### config.mk
export PLATFORM = sky130hd
export DESIGN_NAME = hpc_top
export DESIGN_NICKNAME = d
export VERILOG_FILES = /design/src/rtl/hpc_pkg.sv /design/src/rtl/hpc_ack_retime.sv /design/src/rtl/hpc_sync.sv /design/src/rtl/hpc_top.sv
export SDC_FILE = /design/constraint.sdc
export NUM_CORES = 1
export LEC_CHECK = 0
export ABC_AREA = 1
export ABC_CLOCK_PERIOD_IN_PS = 3300
export BUFFER_PORTS_ARGS = -buffer_cell sky130_fd_sc_hd__buf_2
export CORE_UTILIZATION = 45
export CTS_CLUSTER_DIAMETER = 120
export DETAILED_ROUTE_END_ITERATION = 8
export PLACE_DENSITY_LB_ADDON = 0.3
export REMOVE_ABC_BUFFERS = 1
export SKIP_CTS_REPAIR_TIMING = 1
export SYNTH_ARGS = -nofsm -noshare
export SYNTH_HDL_FRONTEND = slang
export SYNTH_SLANG_ARGS = --single-unit
export TNS_END_PERCENT = 30
### constraint.sdc
create_clock -name core_clk -period 3.3 [get_ports core_clk]
set_input_delay 0.495 -clock core_clk [delete_from_list [all_inputs] [get_ports core_clk]]
set_output_delay 0.495 -clock core_clk [all_outputs]
set_load 0.005 [all_outputs]
### src/rtl/hpc_pkg.sv
// Constants for the host port control block
package hpc_pkg;
    localparam logic [7:0] HPC_CTRL_OFF = 8'h00;
    localparam logic [7:0] HPC_CORE_OFF = 8'h04;
    localparam logic [7:0] HPC_STAT_OFF = 8'h08;
    localparam int HPC_SYNC_LSB = 16;
    localparam int HPC_WAIT_LSB = 13;
    localparam int HPC_DMA_REQ_ON_INT2_BIT = 12;
    localparam int HPC_FAST_BIT = 11;
    localparam int HPC_DSUP_BIT = 10;
    localparam int HPC_ALT_BIT = 9;
    localparam int HPC_TOPW_BIT = 8;
    localparam int HPC_PEND_BIT = 7;
    localparam int HPC_AOC_BIT = 6;
    localparam int HPC_DIR2_BIT = 5;
    localparam int HPC_IOC_BIT = 4;
    localparam int HPC_DMAEN_BIT = 3;
    localparam int HPC_HOST_IRQ_ENABLE_N_BIT = 2;
    localparam int HPC_GEN_EN_BIT = 0;
    localparam int HPC_UNLOCK_BIT = 1;
    localparam logic [31:0] HPC_CTRL_RST = 32'h0000_00ac;
    localparam logic [31:0] HPC_CTRL_MASK = 32'h0003_fffc;
    localparam logic [1:0] HPC_SYNC_CORE = 2'h0;
    localparam logic [1:0] HPC_SYNC_ONE = 2'h1;
    localparam logic [1:0] HPC_SYNC_TWO = 2'h2;
    localparam logic [1:0] HPC_RANGE_64K = 2'h0;
    localparam logic [1:0] HPC_RANGE_32K = 2'h1;
    localparam logic [1:0] HPC_RANGE_8K = 2'h2;
    localparam logic [3:0] HPC_CLASSIC_CYC = 4'h4;
    localparam logic [3:0] HPC_FAST_SAVE = 4'h2;
    localparam logic [1:0] HPC_BOOT_CYC = 2'h2;
    typedef enum logic [1:0] {ACC_IDLE, ACC_WAIT, ACC_ACK} hpc_acc_t;
endpackage

### src/rtl/hpc_ack_retime.sv
// Retimes the acknowledge into the external acknowledge clock
`timescale 1ns/1ps
module hpc_ack_retime
    import hpc_pkg::*;
(
    input wire logic core_clk,
    input wire logic reset,
    input wire logic link_rise,
    input wire logic [1:0] sync_mode,
    input wire logic ack_n_core,
    output logic ack_n
);
    logic stage1;
    logic stage2;

    // Ranks advance only on external clock edges
    always_ff @(posedge core_clk or posedge reset)
    begin
        if (reset)
        begin
            stage1 <= 1'b1;
            stage2 <= 1'b1;
        end
        else if (link_rise)
        begin
            stage1 <= ack_n_core;
            stage2 <= stage1;
        end
    end

    always_comb
    begin
        unique case (sync_mode)
            HPC_SYNC_ONE: ack_n = stage1;
            HPC_SYNC_TWO: ack_n = stage2;
            default: ack_n = ack_n_core;
        endcase
    end
endmodule

### src/rtl/hpc_sync.sv
// Two flip-flop synchroniser for pin inputs
`timescale 1ns/1ps
module hpc_sync #(
    parameter int W = 1
) (
    input wire logic core_clk,
    input wire logic reset,
    input wire logic [W-1:0] din,
    output logic [W-1:0] dout
);
    logic [W-1:0] meta;

    initial
    begin
        if (W < 1) $error("hpc_sync width must be positive");
    end

    always_ff @(posedge core_clk or posedge reset)
    begin
        if (reset)
        begin
            meta <= '0;
            dout <= '0;
        end
        else
        begin
            meta <= din;
            dout <= meta;
        end
    end
endmodule

### src/rtl/hpc_top.sv
// Host port control register and pin personality logic
//
// How it works
// - Sync field 00 drives acknowledge from the core clock.
// - Sync field 01 retimes acknowledge through one external-clock rank.
// - Sync field 10 retimes through two ranks; 11 is reserved.
// - Wait field adds cycles before acknowledge on reads and writes.
// - Request-on-int2 drives OR of FIFO requests, active high, on int2.
// - With it set, int2 carries no interrupt; address 14 and 13 address.
// - Fast timing makes each access two core cycles shorter.
// - Suppress bit stops acknowledge during DMA cycles.
// - Alternate shared layout bit; reset default is inverted strap A7.
// - Top-word option lets a top-word host write raise pending.
// - Pending goes low on host interrupt, cleared by writing one.
// - Processor interrupt needs pending, enable low, general enable high.
// - Ack driver open drain when one; default from strap A6.
// - Int2 direction one is output by pin select; zero rising edge input.
// - Interrupt driver open drain when one; default from strap A4.
// - FIFO DMA enable low repurposes address 15..13, or 15 and int2 with request-on-int2; strap A3.
// - DMA with combined bit low gives 8K, high gives 32K range.
// - FIFO DMA disabled leaves address pins and int2 normal.
// - Host interrupts accepted only with enable low; three sources.
// - Control register written from the processor bus, by strap capture at boot, and pending by host interrupts.
// - After strap capture, control bits 6 to 2 change only while unlock is set.
`timescale 1ns/1ps
module hpc_top
    import hpc_pkg::*;
(
    input wire logic core_clk,
    input wire logic reset,
    input wire logic psel,
    input wire logic penable,
    input wire logic pwrite,
    input wire logic [7:0] paddr,
    input wire logic [31:0] pwdata,
    output logic [31:0] prdata,
    output logic pready,
    output logic pslverr,
    input wire logic host_select_n,
    input wire logic host_dma_ack,
    input wire logic host_rw,
    input wire logic ext_ack_clock_pin,
    input wire logic [15:13] host_addr_pin,
    input wire logic [7:2] boot_addr_pin,
    input wire logic host_int2_pin,
    input wire logic host_irq_req,
    input wire logic int_pin_select,
    input wire logic shared_host_irq_flag,
    input wire logic top_word_write,
    input wire logic fifo_in_req_n,
    input wire logic fifo_out_req_n,
    output logic host_ack_out,
    output logic host_ack_oe,
    output logic host_int1_line,
    output logic host_int1_oe,
    output logic host_int2_line,
    output logic host_int2_oe,
    output logic [14:13] host_addr_out,
    output logic [14:13] host_addr_oe,
    output logic fifo_dma_ack_n,
    output logic [15:13] host_addr_eff,
    output logic [1:0] ram_range,
    output logic shared_reg_alt_format,
    output logic host_write,
    output logic cpu_irq
);
    logic [13:0] pins_s;
    logic sel_s, fifo_dma_ack_n_s, rw_s, lclk_s, int2_s;
    logic [15:13] addr_s;
    logic [7:2] boot_s;
    logic lclk_d, int2_d, link_rise;
    logic [31:0] ctrl;
    logic gen_host_irq_enable, mode_unlock;
    logic [1:0] boot_cnt;
    logic boot_done;
    hpc_acc_t acc_state;
    logic [3:0] acc_cnt;
    logic dma_cyc;
    logic ack_n_core, ack_n_ret;
    logic acc_req;
    logic wr_ok, rd_setup, mapped;
    logic host_irq_event;
    logic [31:0] next_rdata;
    logic int2_sel;

    logic [1:0] sync_mode;
    logic [2:0] wait_states;
    logic dma_req_on_int2, fast, dma_ack_suppress, top_word_write_irq;
    logic host_irq_pending_n, ack_open_drain, int2_direction, irq_open_drain;
    logic fifo_dma_enable_n, host_irq_enable_n;

    assign sync_mode = ctrl[HPC_SYNC_LSB +: 2];
    assign wait_states = ctrl[HPC_WAIT_LSB +: 3];
    assign dma_req_on_int2 = ctrl[HPC_DMA_REQ_ON_INT2_BIT];
    assign fast = ctrl[HPC_FAST_BIT];
    assign dma_ack_suppress = ctrl[HPC_DSUP_BIT];
    assign top_word_write_irq = ctrl[HPC_TOPW_BIT];
    assign host_irq_pending_n = ctrl[HPC_PEND_BIT];
    assign ack_open_drain = ctrl[HPC_AOC_BIT];
    assign int2_direction = ctrl[HPC_DIR2_BIT];
    assign irq_open_drain = ctrl[HPC_IOC_BIT];
    assign fifo_dma_enable_n = ctrl[HPC_DMAEN_BIT];
    assign host_irq_enable_n = ctrl[HPC_HOST_IRQ_ENABLE_N_BIT];

    hpc_sync #(.W(14)) u_sync (
        .core_clk(core_clk),
        .reset(reset),
        .din({host_select_n, host_dma_ack, host_rw, ext_ack_clock_pin,
              host_int2_pin, host_addr_pin, boot_addr_pin}),
        .dout(pins_s)
    );
    assign {sel_s, fifo_dma_ack_n_s, rw_s, lclk_s, int2_s, addr_s, boot_s} = pins_s;

    // DMA acknowledge exists only while FIFO DMA is on
    assign acc_req = !sel_s || (!fifo_dma_enable_n && !addr_s[15]);
    assign link_rise = lclk_s && !lclk_d;
    assign wr_ok = psel && penable && pready && pwrite;
    assign rd_setup = psel && !penable;
    assign mapped = (paddr == HPC_CTRL_OFF) || (paddr == HPC_CORE_OFF)
        || (paddr == HPC_STAT_OFF);

    always_ff @(posedge core_clk or posedge reset)
    begin
        if (reset)
        begin
            lclk_d <= 1'b0;
            int2_d <= 1'b0;
        end
        else
        begin
            lclk_d <= lclk_s;
            int2_d <= int2_s;
        end
    end

    // Three interrupt sources, gated by the enable
    always_comb
    begin
        host_irq_event = 1'b0;
        if (!host_irq_enable_n)
        begin
            host_irq_event = shared_host_irq_flag
                || (top_word_write_irq && top_word_write)
                || (!int2_direction && !dma_req_on_int2 && int2_s && !int2_d);
        end
    end

    // Strap capture after the synchroniser has filled
    always_ff @(posedge core_clk or posedge reset)
    begin
        if (reset)
        begin
            boot_cnt <= '0;
            boot_done <= 1'b0;
        end
        else if (!boot_done)
        begin
            boot_cnt <= boot_cnt + 2'h1;
            boot_done <= (boot_cnt == HPC_BOOT_CYC);
        end
    end

    // Control register: processor bus, boot strap capture, host interrupt sets pending (drives the bit low)
    always_ff @(posedge core_clk or posedge reset)
    begin
        if (reset)
        begin
            ctrl <= HPC_CTRL_RST;
        end
        else if (!boot_done && boot_cnt == HPC_BOOT_CYC)
        begin
            ctrl[HPC_ALT_BIT] <= !boot_s[7];
            ctrl[HPC_AOC_BIT] <= boot_s[6];
            ctrl[HPC_DIR2_BIT] <= boot_s[5];
            ctrl[HPC_IOC_BIT] <= boot_s[4];
            ctrl[HPC_DMAEN_BIT] <= boot_s[3];
            ctrl[HPC_HOST_IRQ_ENABLE_N_BIT] <= boot_s[2];
        end
        else
        begin
            if (wr_ok && paddr == HPC_CTRL_OFF)
            begin
                ctrl[31:8] <= pwdata[31:8] & HPC_CTRL_MASK[31:8];
                if (mode_unlock)
                begin
                    ctrl[6:2] <= pwdata[6:2];
                end
                if (pwdata[HPC_PEND_BIT])
                begin
                    ctrl[HPC_PEND_BIT] <= 1'b1;
                end
            end
            if (host_irq_event)
            begin
                ctrl[HPC_PEND_BIT] <= 1'b0;
            end
        end
    end

    always_ff @(posedge core_clk or posedge reset)
    begin
        if (reset)
        begin
            gen_host_irq_enable <= 1'b0;
            mode_unlock <= 1'b0;
        end
        else if (wr_ok && paddr == HPC_CORE_OFF)
        begin
            gen_host_irq_enable <= pwdata[HPC_GEN_EN_BIT];
            mode_unlock <= pwdata[HPC_UNLOCK_BIT];
        end
    end

    always_comb
    begin
        next_rdata = '0;
        if (paddr == HPC_CTRL_OFF)
        begin
            next_rdata = ctrl & HPC_CTRL_MASK;
            next_rdata[HPC_PEND_BIT] = host_irq_pending_n;
        end
        else if (paddr == HPC_CORE_OFF)
        begin
            next_rdata[HPC_GEN_EN_BIT] = gen_host_irq_enable;
            next_rdata[HPC_UNLOCK_BIT] = mode_unlock;
        end
        else if (paddr == HPC_STAT_OFF)
        begin
            next_rdata[0] = cpu_irq;
            next_rdata[1] = host_irq_pending_n;
            next_rdata[3:2] = ram_range;
            next_rdata[4] = (acc_state != ACC_IDLE);
        end
    end

    // No wait states: ready in the first access-phase cycle
    always_ff @(posedge core_clk or posedge reset)
    begin
        if (reset)
        begin
            prdata <= '0;
            pready <= 1'b0;
            pslverr <= 1'b0;
        end
        else
        begin
            pready <= rd_setup;
            pslverr <= rd_setup && !mapped;
            if (rd_setup)
            begin
                prdata <= next_rdata;
            end
        end
    end

    // Host access sequencer
    always_ff @(posedge core_clk or posedge reset)
    begin
        if (reset)
        begin
            acc_state <= ACC_IDLE;
            acc_cnt <= '0;
            dma_cyc <= 1'b0;
            host_write <= 1'b0;
        end
        else
        begin
            unique case (acc_state)
                ACC_IDLE:
                begin
                    if (acc_req)
                    begin
                        acc_state <= ACC_WAIT;
                        acc_cnt <= (fast ? HPC_CLASSIC_CYC - HPC_FAST_SAVE : HPC_CLASSIC_CYC)
                            + {1'b0, wait_states} - 4'h1;
                        dma_cyc <= sel_s;
                        if (fast)
                        begin
                            host_write <= !rw_s;
                        end
                    end
                end
                ACC_WAIT:
                begin
                    if (!acc_req)
                    begin
                        acc_state <= ACC_IDLE;
                    end
                    else if (acc_cnt == 4'h0)
                    begin
                        acc_state <= ACC_ACK;
                        if (!fast)
                        begin
                            host_write <= !rw_s;
                        end
                    end
                    else
                    begin
                        acc_cnt <= acc_cnt - 4'h1;
                    end
                end
                ACC_ACK:
                begin
                    if (!acc_req)
                    begin
                        acc_state <= ACC_IDLE;
                    end
                end
            endcase
        end
    end

    // Core-domain acknowledge, low active
    always_ff @(posedge core_clk or posedge reset)
    begin
        if (reset)
        begin
            ack_n_core <= 1'b1;
        end
        else
        begin
            ack_n_core <= !(acc_state == ACC_ACK && acc_req
                && !(dma_cyc && dma_ack_suppress));
        end
    end

    hpc_ack_retime u_retime (
        .core_clk(core_clk),
        .reset(reset),
        .link_rise(link_rise),
        .sync_mode(sync_mode),
        .ack_n_core(ack_n_core),
        .ack_n(ack_n_ret)
    );

    // Pin drivers and personality
    always_ff @(posedge core_clk or posedge reset)
    begin
        if (reset)
        begin
            host_ack_out <= 1'b1;
            host_ack_oe <= 1'b0;
            host_int1_line <= 1'b1;
            host_int1_oe <= 1'b0;
            host_int2_line <= 1'b1;
            host_int2_oe <= 1'b0;
            host_addr_out <= '0;
            host_addr_oe <= '0;
            fifo_dma_ack_n <= 1'b1;
            host_addr_eff <= '0;
            ram_range <= HPC_RANGE_64K;
            shared_reg_alt_format <= 1'b0;
            cpu_irq <= 1'b0;
        end
        else
        begin
            host_ack_out <= ack_open_drain ? 1'b0 : ack_n_ret;
            host_ack_oe <= ack_open_drain ? !ack_n_ret : 1'b1;
            shared_reg_alt_format <= ctrl[HPC_ALT_BIT];
            cpu_irq <= !host_irq_pending_n && !host_irq_enable_n && gen_host_irq_enable;
            // Int1 carries host request unless int2 is selected
            host_int1_line <= irq_open_drain ? 1'b0 : !(host_irq_req && !int2_sel);
            host_int1_oe <= irq_open_drain ? (host_irq_req && !int2_sel) : 1'b1;
            if (!fifo_dma_enable_n && dma_req_on_int2)
            begin
                host_int2_line <= !fifo_in_req_n || !fifo_out_req_n;
                host_int2_oe <= 1'b1;
            end
            else if (int2_direction)
            begin
                host_int2_line <= irq_open_drain ? 1'b0 : !(host_irq_req && int2_sel);
                host_int2_oe <= irq_open_drain ? (host_irq_req && int2_sel) : 1'b1;
            end
            else
            begin
                host_int2_line <= 1'b1;
                host_int2_oe <= 1'b0;
            end
            if (fifo_dma_enable_n)
            begin
                fifo_dma_ack_n <= 1'b1;
                host_addr_out <= '0;
                host_addr_oe <= '0;
                host_addr_eff <= addr_s;
                ram_range <= HPC_RANGE_64K;
            end
            else if (dma_req_on_int2)
            begin
                fifo_dma_ack_n <= addr_s[15];
                host_addr_out <= '0;
                host_addr_oe <= '0;
                host_addr_eff <= {1'b0, addr_s[14:13]};
                ram_range <= HPC_RANGE_32K;
            end
            else
            begin
                fifo_dma_ack_n <= addr_s[15];
                host_addr_out <= {fifo_out_req_n, fifo_in_req_n};
                host_addr_oe <= 2'h3;
                host_addr_eff <= '0;
                ram_range <= HPC_RANGE_8K;
            end
        end
    end

    assign int2_sel = int2_direction && !dma_req_on_int2 && int_pin_select;

    // Helper: cycles spent waiting for acknowledge
    logic [4:0] wait_seen;
    always_ff @(posedge core_clk or posedge reset)
    begin
        if (reset)
        begin
            wait_seen <= '0;
        end
        else
        begin
            wait_seen <= (acc_state == ACC_WAIT) ? wait_seen + 5'h1 : 5'h0;
        end
    end
endmodule

==> results.md, run 1 <==
* Crit path launch type: flop
* CTS tree: built
* # setup viols final at 0
* Vias per cell at 4.79
* Vias in the first global route at 2722
* RSZ-0062 raised after global routing: false
* Crit-path max FO at 4
* Die Wd at 96.1 um
* Number of cells produced by synthesis at 409
* FP Rows at 33
* Synth cell types at 33
* Power per cell area at between 500 and 600 nW/um^2
* Initial antenna violation count at 0
* Adder-Cell Fraction of Synth Area at 3.64%
* Design Area, Final at roughly 4700 um^2
* Largest net degree at the start of global routing at 44
* Largest stage delay, worst path at 0.40 ns
* CTS clock-pin slew for the worst setup and hold paths at about 0.11 ns
* Nets at 576
* Clk network pwr share at between 20% and 30%
* Post-route minimum period at about 1.8 ns
* ANT nets after route at 0
* H-tree depth at 3
* Proportion of power drawn by flip-flops and latches at 53.8%
* Fin. Hold Viols at 0
* Worst r2r src: ctrl[11]$_DFFE_PP0P_
* Tcrit/Tclk final at 55.9%
* Final Non-Filler Cells at between 600 and 700
* Initial DRC Count at between 150 and 200
* Sequential cell area at 2420 um^2
* Int Power at 1.72 mW
* Die area at approximately 9200 um^2
* Status: complete, no violations
* Peak VDD IR at ~0.27 mV
* Req. time, crit path at around 3.6 ns
* # DRC at 0
* Arrival time of the worst setup path at 2.10 ns
* Die height at 96.1 um
* Crit. Startpoint: ctrl[11]$_DFFE_PP0P_
* P_leak at about 2.5 nW
* Cell Chain, Critical Path: inv_1 > ha_1 > inv_1 > ha_1 > fa_1 > xnor2_1 > nand2_1 > o211ai_1 > nand2_1
* Yosys top cell by area: dfrtp_1
* Routed via count at 2923
* CTS Buf Count at 9
* Worst-Margin Slew at 0.707 ns
* Inserted Diodes at 0
* Final Core Density at 55.5%
* Multi-input gate area at 1290 um^2
* YS warnings at 0
* Gr usage total at 18.0%
* FMAX at about 540 MHz
* Fin. max-slew vios at 0
* Worst skew pair latency at around 0.37 ns
* Crit. End Element: flop
* Simple-gate share of the synthesized area at 20.3%
* Initial Util at between 40% and 50%
* CTS max path bufs at 2
* Global placer's final weighted congestion at 0.816
* Sequential area share after synthesis at around three fifths
* Clk root buf: clkbuf_8
* Max-cap violations at 0
* Post-Synth XOR/XNOR Area at less than 1%
* Wirelength per Cell at 12.8 um
* Largest family of logic cells by synthesized area: simple AND/OR/NAND/NOR gates
* CP Class: reg -> reg
* Worst Hold Class: in -> async
* Mux cell area share after synthesis at 0%
* Number of synthesized register bits at 96
* Dpl cell area at 4460 um^2
* Combinational share of power at between 15 and 20%
* NetSw at 0.741 mW
* Netlist Area Pre-Place at 3990 um^2
* Synth top area cells: dfrtp_1, nand2_1, dfstp_2
* Final setup TNS at 0 ns
* Fill cells at just under 800
* Share of cells above drive strength 1 at 25.7%
* Synth top area share at 53.4%
* Final setup skew at 0.0173 ns
* Clock sinks at 96
* Grt total ovfl at 0
* Critical-path top delay cell: dfrtp_1
* Top Ports at 118
* Post-DP HPWL at 5760 um
* Synth Area in Compound Gates at between 6 and 7%
* Slew HR at 52.5%
* Layout area overhead at 16.7%
* IO Port Bufs at a little under 90
* Core Box Area at 8380 um^2
* Syn avg cell area at ~9.7 um^2
* Sw Ratio at 30.1%
* DR pass1 iterations at 4
* Wirelength, routed at slightly below 8000 um
* # placed instances at about 590
* First-pass GRT wire length at 12400 um
per-stage QoR:
| stage | hold slack (ns) | power, mW | setup WS, ns |
|---|---|---|---|
| after floorplan | 0.331 | 1.62 | 0.318 |
| after global placement | 0.332 | 1.74 | 1.26 |
| after detailed placement | 0.335 | 1.77 | 1.23 |
| after CTS | 0.175 | 2.49 | 1.45 |
| after global routing | 0.210 | 2.61 | 1.36 |
| final | 0.165 | 2.47 | 1.46 |
registers in the layout, summed over array words and instances, names as in the netlist, 3 cells and up:
name           cells
prdata            18
u_sync.dout       13
ctrl              15
u_sync.meta       13
acc_cnt            4
host_addr_eff      3
kinds of logic (layout without fill, tap and decap cells):
group,after synthesis,count (layout)
adder cells (fa/ha/maj),11,11
flip-flops,96,96
AO/OA/AOI/OAI,46,46
XOR/XNOR,3,3
other,1,14
buffers and inverters,68,151
AND/OR/NAND/NOR,184,184
area by class of cell:
type	instances	share of cell area (%)
sequential	96	52.0
clock buffer	9	2.66
multi-input combinational	258	27.7
inverter	44	3.61
tap	105	2.82
timing repair buffer	91	9.95
clock inverter	7	1.35
layout by cell type, fill, tap and decap left out:
cell type / count
inv_2: 2
conb_1: 14
a31oi_1: 1
nor2_4: 2
nand2_2: 2
dfrtp_1: 85
a21boi_1: 1
nand2_4: 1
inv_4: 1
clkinvlp_4: 1
inv_1: 41
a21oi_1: 13
clkbuf_8: 9
inv_6: 2
nand2_1: 106
fa_1: 1
ha_1: 10
dfstp_2: 11
nor3_1: 2
o211ai_1: 3
xnor2_1: 3
nor2_1: 28
nor2_8: 1
and3_1: 1
o21ai_0: 18
clkinv_4: 3
buf_4: 3
nand3_1: 30
nand3b_1: 1
nand4_1: 8
or2_2: 1
buf_2: 88
inv_8: 1
a21oi_2: 1
a211oi_1: 3
o21ai_1: 6
nand3_2: 1
cells in the mapped netlist:
master and count:
nor2_1 28, xnor2_1 3, or2_2 1, clkbuf_1 2
nand2_1 106, o211ai_1 3, buf_6 1, dfrtp_1 85
and3_1 1, a21oi_1 13, buf_2 4, inv_1 42
a21boi_1 1, a211oi_1 3, nand3_1 30, dfstp_2 11
a31oi_1 1, nor2_4 2, o21ai_1 6, o21ai_0 18
nand2_2 2, nor2_8 1, nand2_4 1, nand4_1 8
nand3_2 1, nor3_1 2, ha_1 10, nand3b_1 1
conb_1 1, a21oi_2 1, inv_2 2, fa_1 1
buf_4 17
power by group through the flow:
stage	Combinational, mW	Clock [mW]	Sequential, mW
6_report	0.414	0.726	1.33
5_1_grt	0.482	0.785	1.34
4_1_cts	0.418	0.747	1.33
3_5_place_dp	0.418	0	1.35
3_3_place_gp	0.397	0	1.35
2_1_floorplan	0.279	0	1.34
path summary, 6_finish.rpt:
kind	end	depth (start not counted)	slack, ns
max	acc_cnt[3]$_DFFE_PP0P_	9	1.46
min	u_sync.meta[3]$_DFF_PP0_	2	0.16
max reg2reg	acc_cnt[3]$_DFFE_PP0P_	9	1.46
min reg2reg	u_sync.dout[11]$_DFF_PP0_	0	0.35
max in group asynchronous	host_ack_out$_DFF_PP1_	3	2.35
min in group core_clk	u_sync.meta[2]$_DFF_PP0_	1	0.22
critical path, delay by kind of cell (launching register included):
| kind | cells | cell delay (ns) |
|---|---|---|
| adders and majority gates | 3 | 0.83 |
| DFF | 1 | 0.40 |
| xor gates and xnor gates | 1 | 0.15 |
| and+or+nand+nor | 2 | 0.14 |
| buffers and inverters | 2 | 0.13 |
| AOI/OAI and AO/OA | 1 | 0.09 |
layer usage:
| metal | global-route usage, % | part of all wire (%) | vias up | wire [um] |
|---|---|---|---|---|
| li1 | - | - | 1452 | - |
| met4 | 7.34 | 1.8 | 0 | 141 |
| met2 | 29.4 | 48 | 77 | 3770 |
| met3 | 3.24 | 4.4 | 13 | 342 |
| met5 | 0 | 0 | - | 0 |
| met1 | 23.8 | 46 | 1381 | 3580 |
No activity file was read; power rests on OpenSTA's default activity.
==> inputs of run 2 (changes only) <==
ABC_AREA = 0   (was 1)
ABC_CLOCK_PERIOD_IN_PS = 1500   (was 3300)
clock period = 1.5 ns   (was 3.3 ns; I/O delays follow)
==> run 2 against run 1 <==
First-iteration DRC count is 51% lower. The flow now finishes with violations (negative setup slack). Critical path depth is 1 lower. Critical endpoint is now acc_cnt[2]$_DFFE_PP0P_. Area after synthesis is 2.3% lower.
==> results.md, run 2 <==
* Inserted Diodes at 0
* Biggest register: prdata
* Largest net degree at the start of global routing at 38
* Fin. max-slew vios at 0
* Final worst slack at -0.320 ns
* Crit path launch type: flop
* Ys async rst share at 100%
* Worst Hold Class: in -> reg
* Synth cell types at 48
* # setup viols final at 22
* Crit-path max FO at 3
* YS warnings at 0
* Syn avg cell area at roughly 12 um^2
* Share of cells above drive strength 1 at a little over two fifths
* Initial DRC Count at 94
* Yosys top cell by area: dfrtp_1
* Hold Path Depth at 2
* Initial antenna violation count at 0
* Number of cells produced by synthesis at 323
* Max-cap violations at 0
* Synth top area share at 54.6%
* Core Box Area at 8300 um^2
* Most common cell after layout, fill and taps aside: buf_2
* First-pass GRT wire length at 12200 um
* Predominant post-synthesis flop cell: dfrtp_1
* Arrival time of the worst setup path at 2.13 ns
* H-tree depth at 3
* Final Core Density at roughly 62%
* CTS max path bufs at 2
* Dpl cell area at approximately 4600 um^2
* Clk root buf: clkbuf_8
* Req. time, crit path at approximately 1.8 ns
* Violated checks: negative setup slack
* Grt total ovfl at 0
* Die height at 95.0 um
* Most frequent cells in the layout: buf_2, dfrtp_1, nand2_1
* Largest registers: prdata x18, ctrl x15
* Final setup skew at approximately 0.013 ns
* Tcrit/Tclk final at 121%
* Post-layout power at 5.81 mW
* CTS tree: built
* # DRC at 0
* Number of synthesized register bits at 96
* Crit. End Element: flop
* Global placer's final weighted congestion at 0.826
* Wirelength per Cell at 14.1 um
* Die Wd at about 95 um
* Status: finished with violations
* Max reg flops at 18
* P_leak at roughly 2.5 nW
* Post-route minimum period at 1.82 ns
* Layout area overhead at 32.3%
* Power per cell area at 1130 nW/um^2
* FP Rows at 33
* Vias per cell at 4.93
* Fin. Hold Viols at 0
* Netlist Area Pre-Place at 3890 um^2
* Top Ports at 118
* Sequential area share after synthesis at 62.1%
* Post-place setup slack at -0.387 ns
* Routed via count at 2837
* CTS clock-pin slew for the worst setup and hold paths at 0.11 ns
* Gr usage total at 18.2%
* Final setup TNS at -2.44 ns
* ANT nets after route at 0
* Post-synth EDFFs at 0
* RSZ-0062 raised after global routing: true
* IO Port Bufs at 88
* Die area at 9030 um^2
* CTS Buf Count at 9
* Most frequent cells after synthesis: dfrtp_1, nand2_1, mux2_2
* Synth top area cells: dfrtp_1, dfstp_2, mux2_2
* Vias in the first global route at ~2600
* Worst-case reg-to-reg path depth at 8
* Peak VDD IR at 0.790 mV
* DR pass1 iterations at 4
* Count leader, synth: dfrtp_1
* Initial Util at 46.9%
* Nets at 541
* Post-DP HPWL at around 5600 um
* Wirelength, routed at roughly 8100 um
* Worst skew pair latency at 0.36 ns
* Clock sinks at between 90 and 100
* Design Area, Final at 5150 um^2
* CP Class: reg -> reg
* FMAX at 549 MHz
-- run 2: cell types whose count changed in the layout (fill, tap and decap cells not counted), sizes merged, moves of 16 or more --
cell,change
inv,-24
nand2,-65
nor2,-16
nand3,-28
mux2,+22
buf,+35
-- run 2: cell families after synthesis --
group	synth area share [%]
mux	7.13
buf+inv	5.78
simple gates	11.7
compound gates	8.81
xor+xnor	0.675
fa+ha+maj	3.73
other cells	0.0963
flops	62.1
-- run 2: area by class of cell --
type                    count  area [um^2]
clock buffers               9          124
clock inverters             7         81.3
fillers                   676         3150
inverters                  20         77.6
multi-input cells         198         1420
flip-flops and latches     96         2420
well taps                 105          131
repair buffers            140          902
-- run 2: layer usage --
metal  part of all wire, %  vias to the layer above  GRT usage (%)
met2                    51                       84           30.3
met5                     0                        -              0
met4                   1.8                        0           8.08
met3                   4.5                       14           4.23
li1                      -                     1354              -
met1                    43                     1385           22.5
-- run 2: per-stage QoR --
stage / instances / hold slack [ns]
finish: 575 / 0.0131
detailed placement: 538 / 0.231
global placement: 538 / 0.225
floorplan: 313 / 0.256
CTS: 554 / -0.189
global route: 575 / 0.00258
-- run 2: power breakdown --
part / switching [mW] / internal, mW
Clock: 1.02 / 0.669
Sequential: 0.0956 / 2.80
Combinational: 0.618 / 0.614
-- run 2: path summary, 6_finish.rpt --
kind / startpoint / to / slack, ns
max: ctrl[11]$_DFFE_PP0P_ / acc_cnt[2]$_DFFE_PP0P_ / -0.32
min: host_irq_req / host_int1_line$_DFF_PP1_ / 0.01
max reg2reg: ctrl[11]$_DFFE_PP0P_ / acc_cnt[2]$_DFFE_PP0P_ / -0.32
min reg2reg: u_sync.meta[8]$_DFF_PP0_ / u_sync.dout[8]$_DFF_PP0_ / 0.36
max in group asynchronous: reset / u_retime.stage1$_DFFE_PP1P_ / 0.53
min in group asynchronous: reset / u_sync.meta[9]$_DFF_PP0_ / 0.38
-- run 2: worst max-delay path, cell delays in order (launching register included) --
cell	delay, ns
dfrtp_1	0.39
inv_2	0.06
ha_4	0.26
inv_2	0.03
ha_4	0.15
fa_2	0.55
nor2_2	0.03
a31oi_1	0.14
o22a_1	0.16
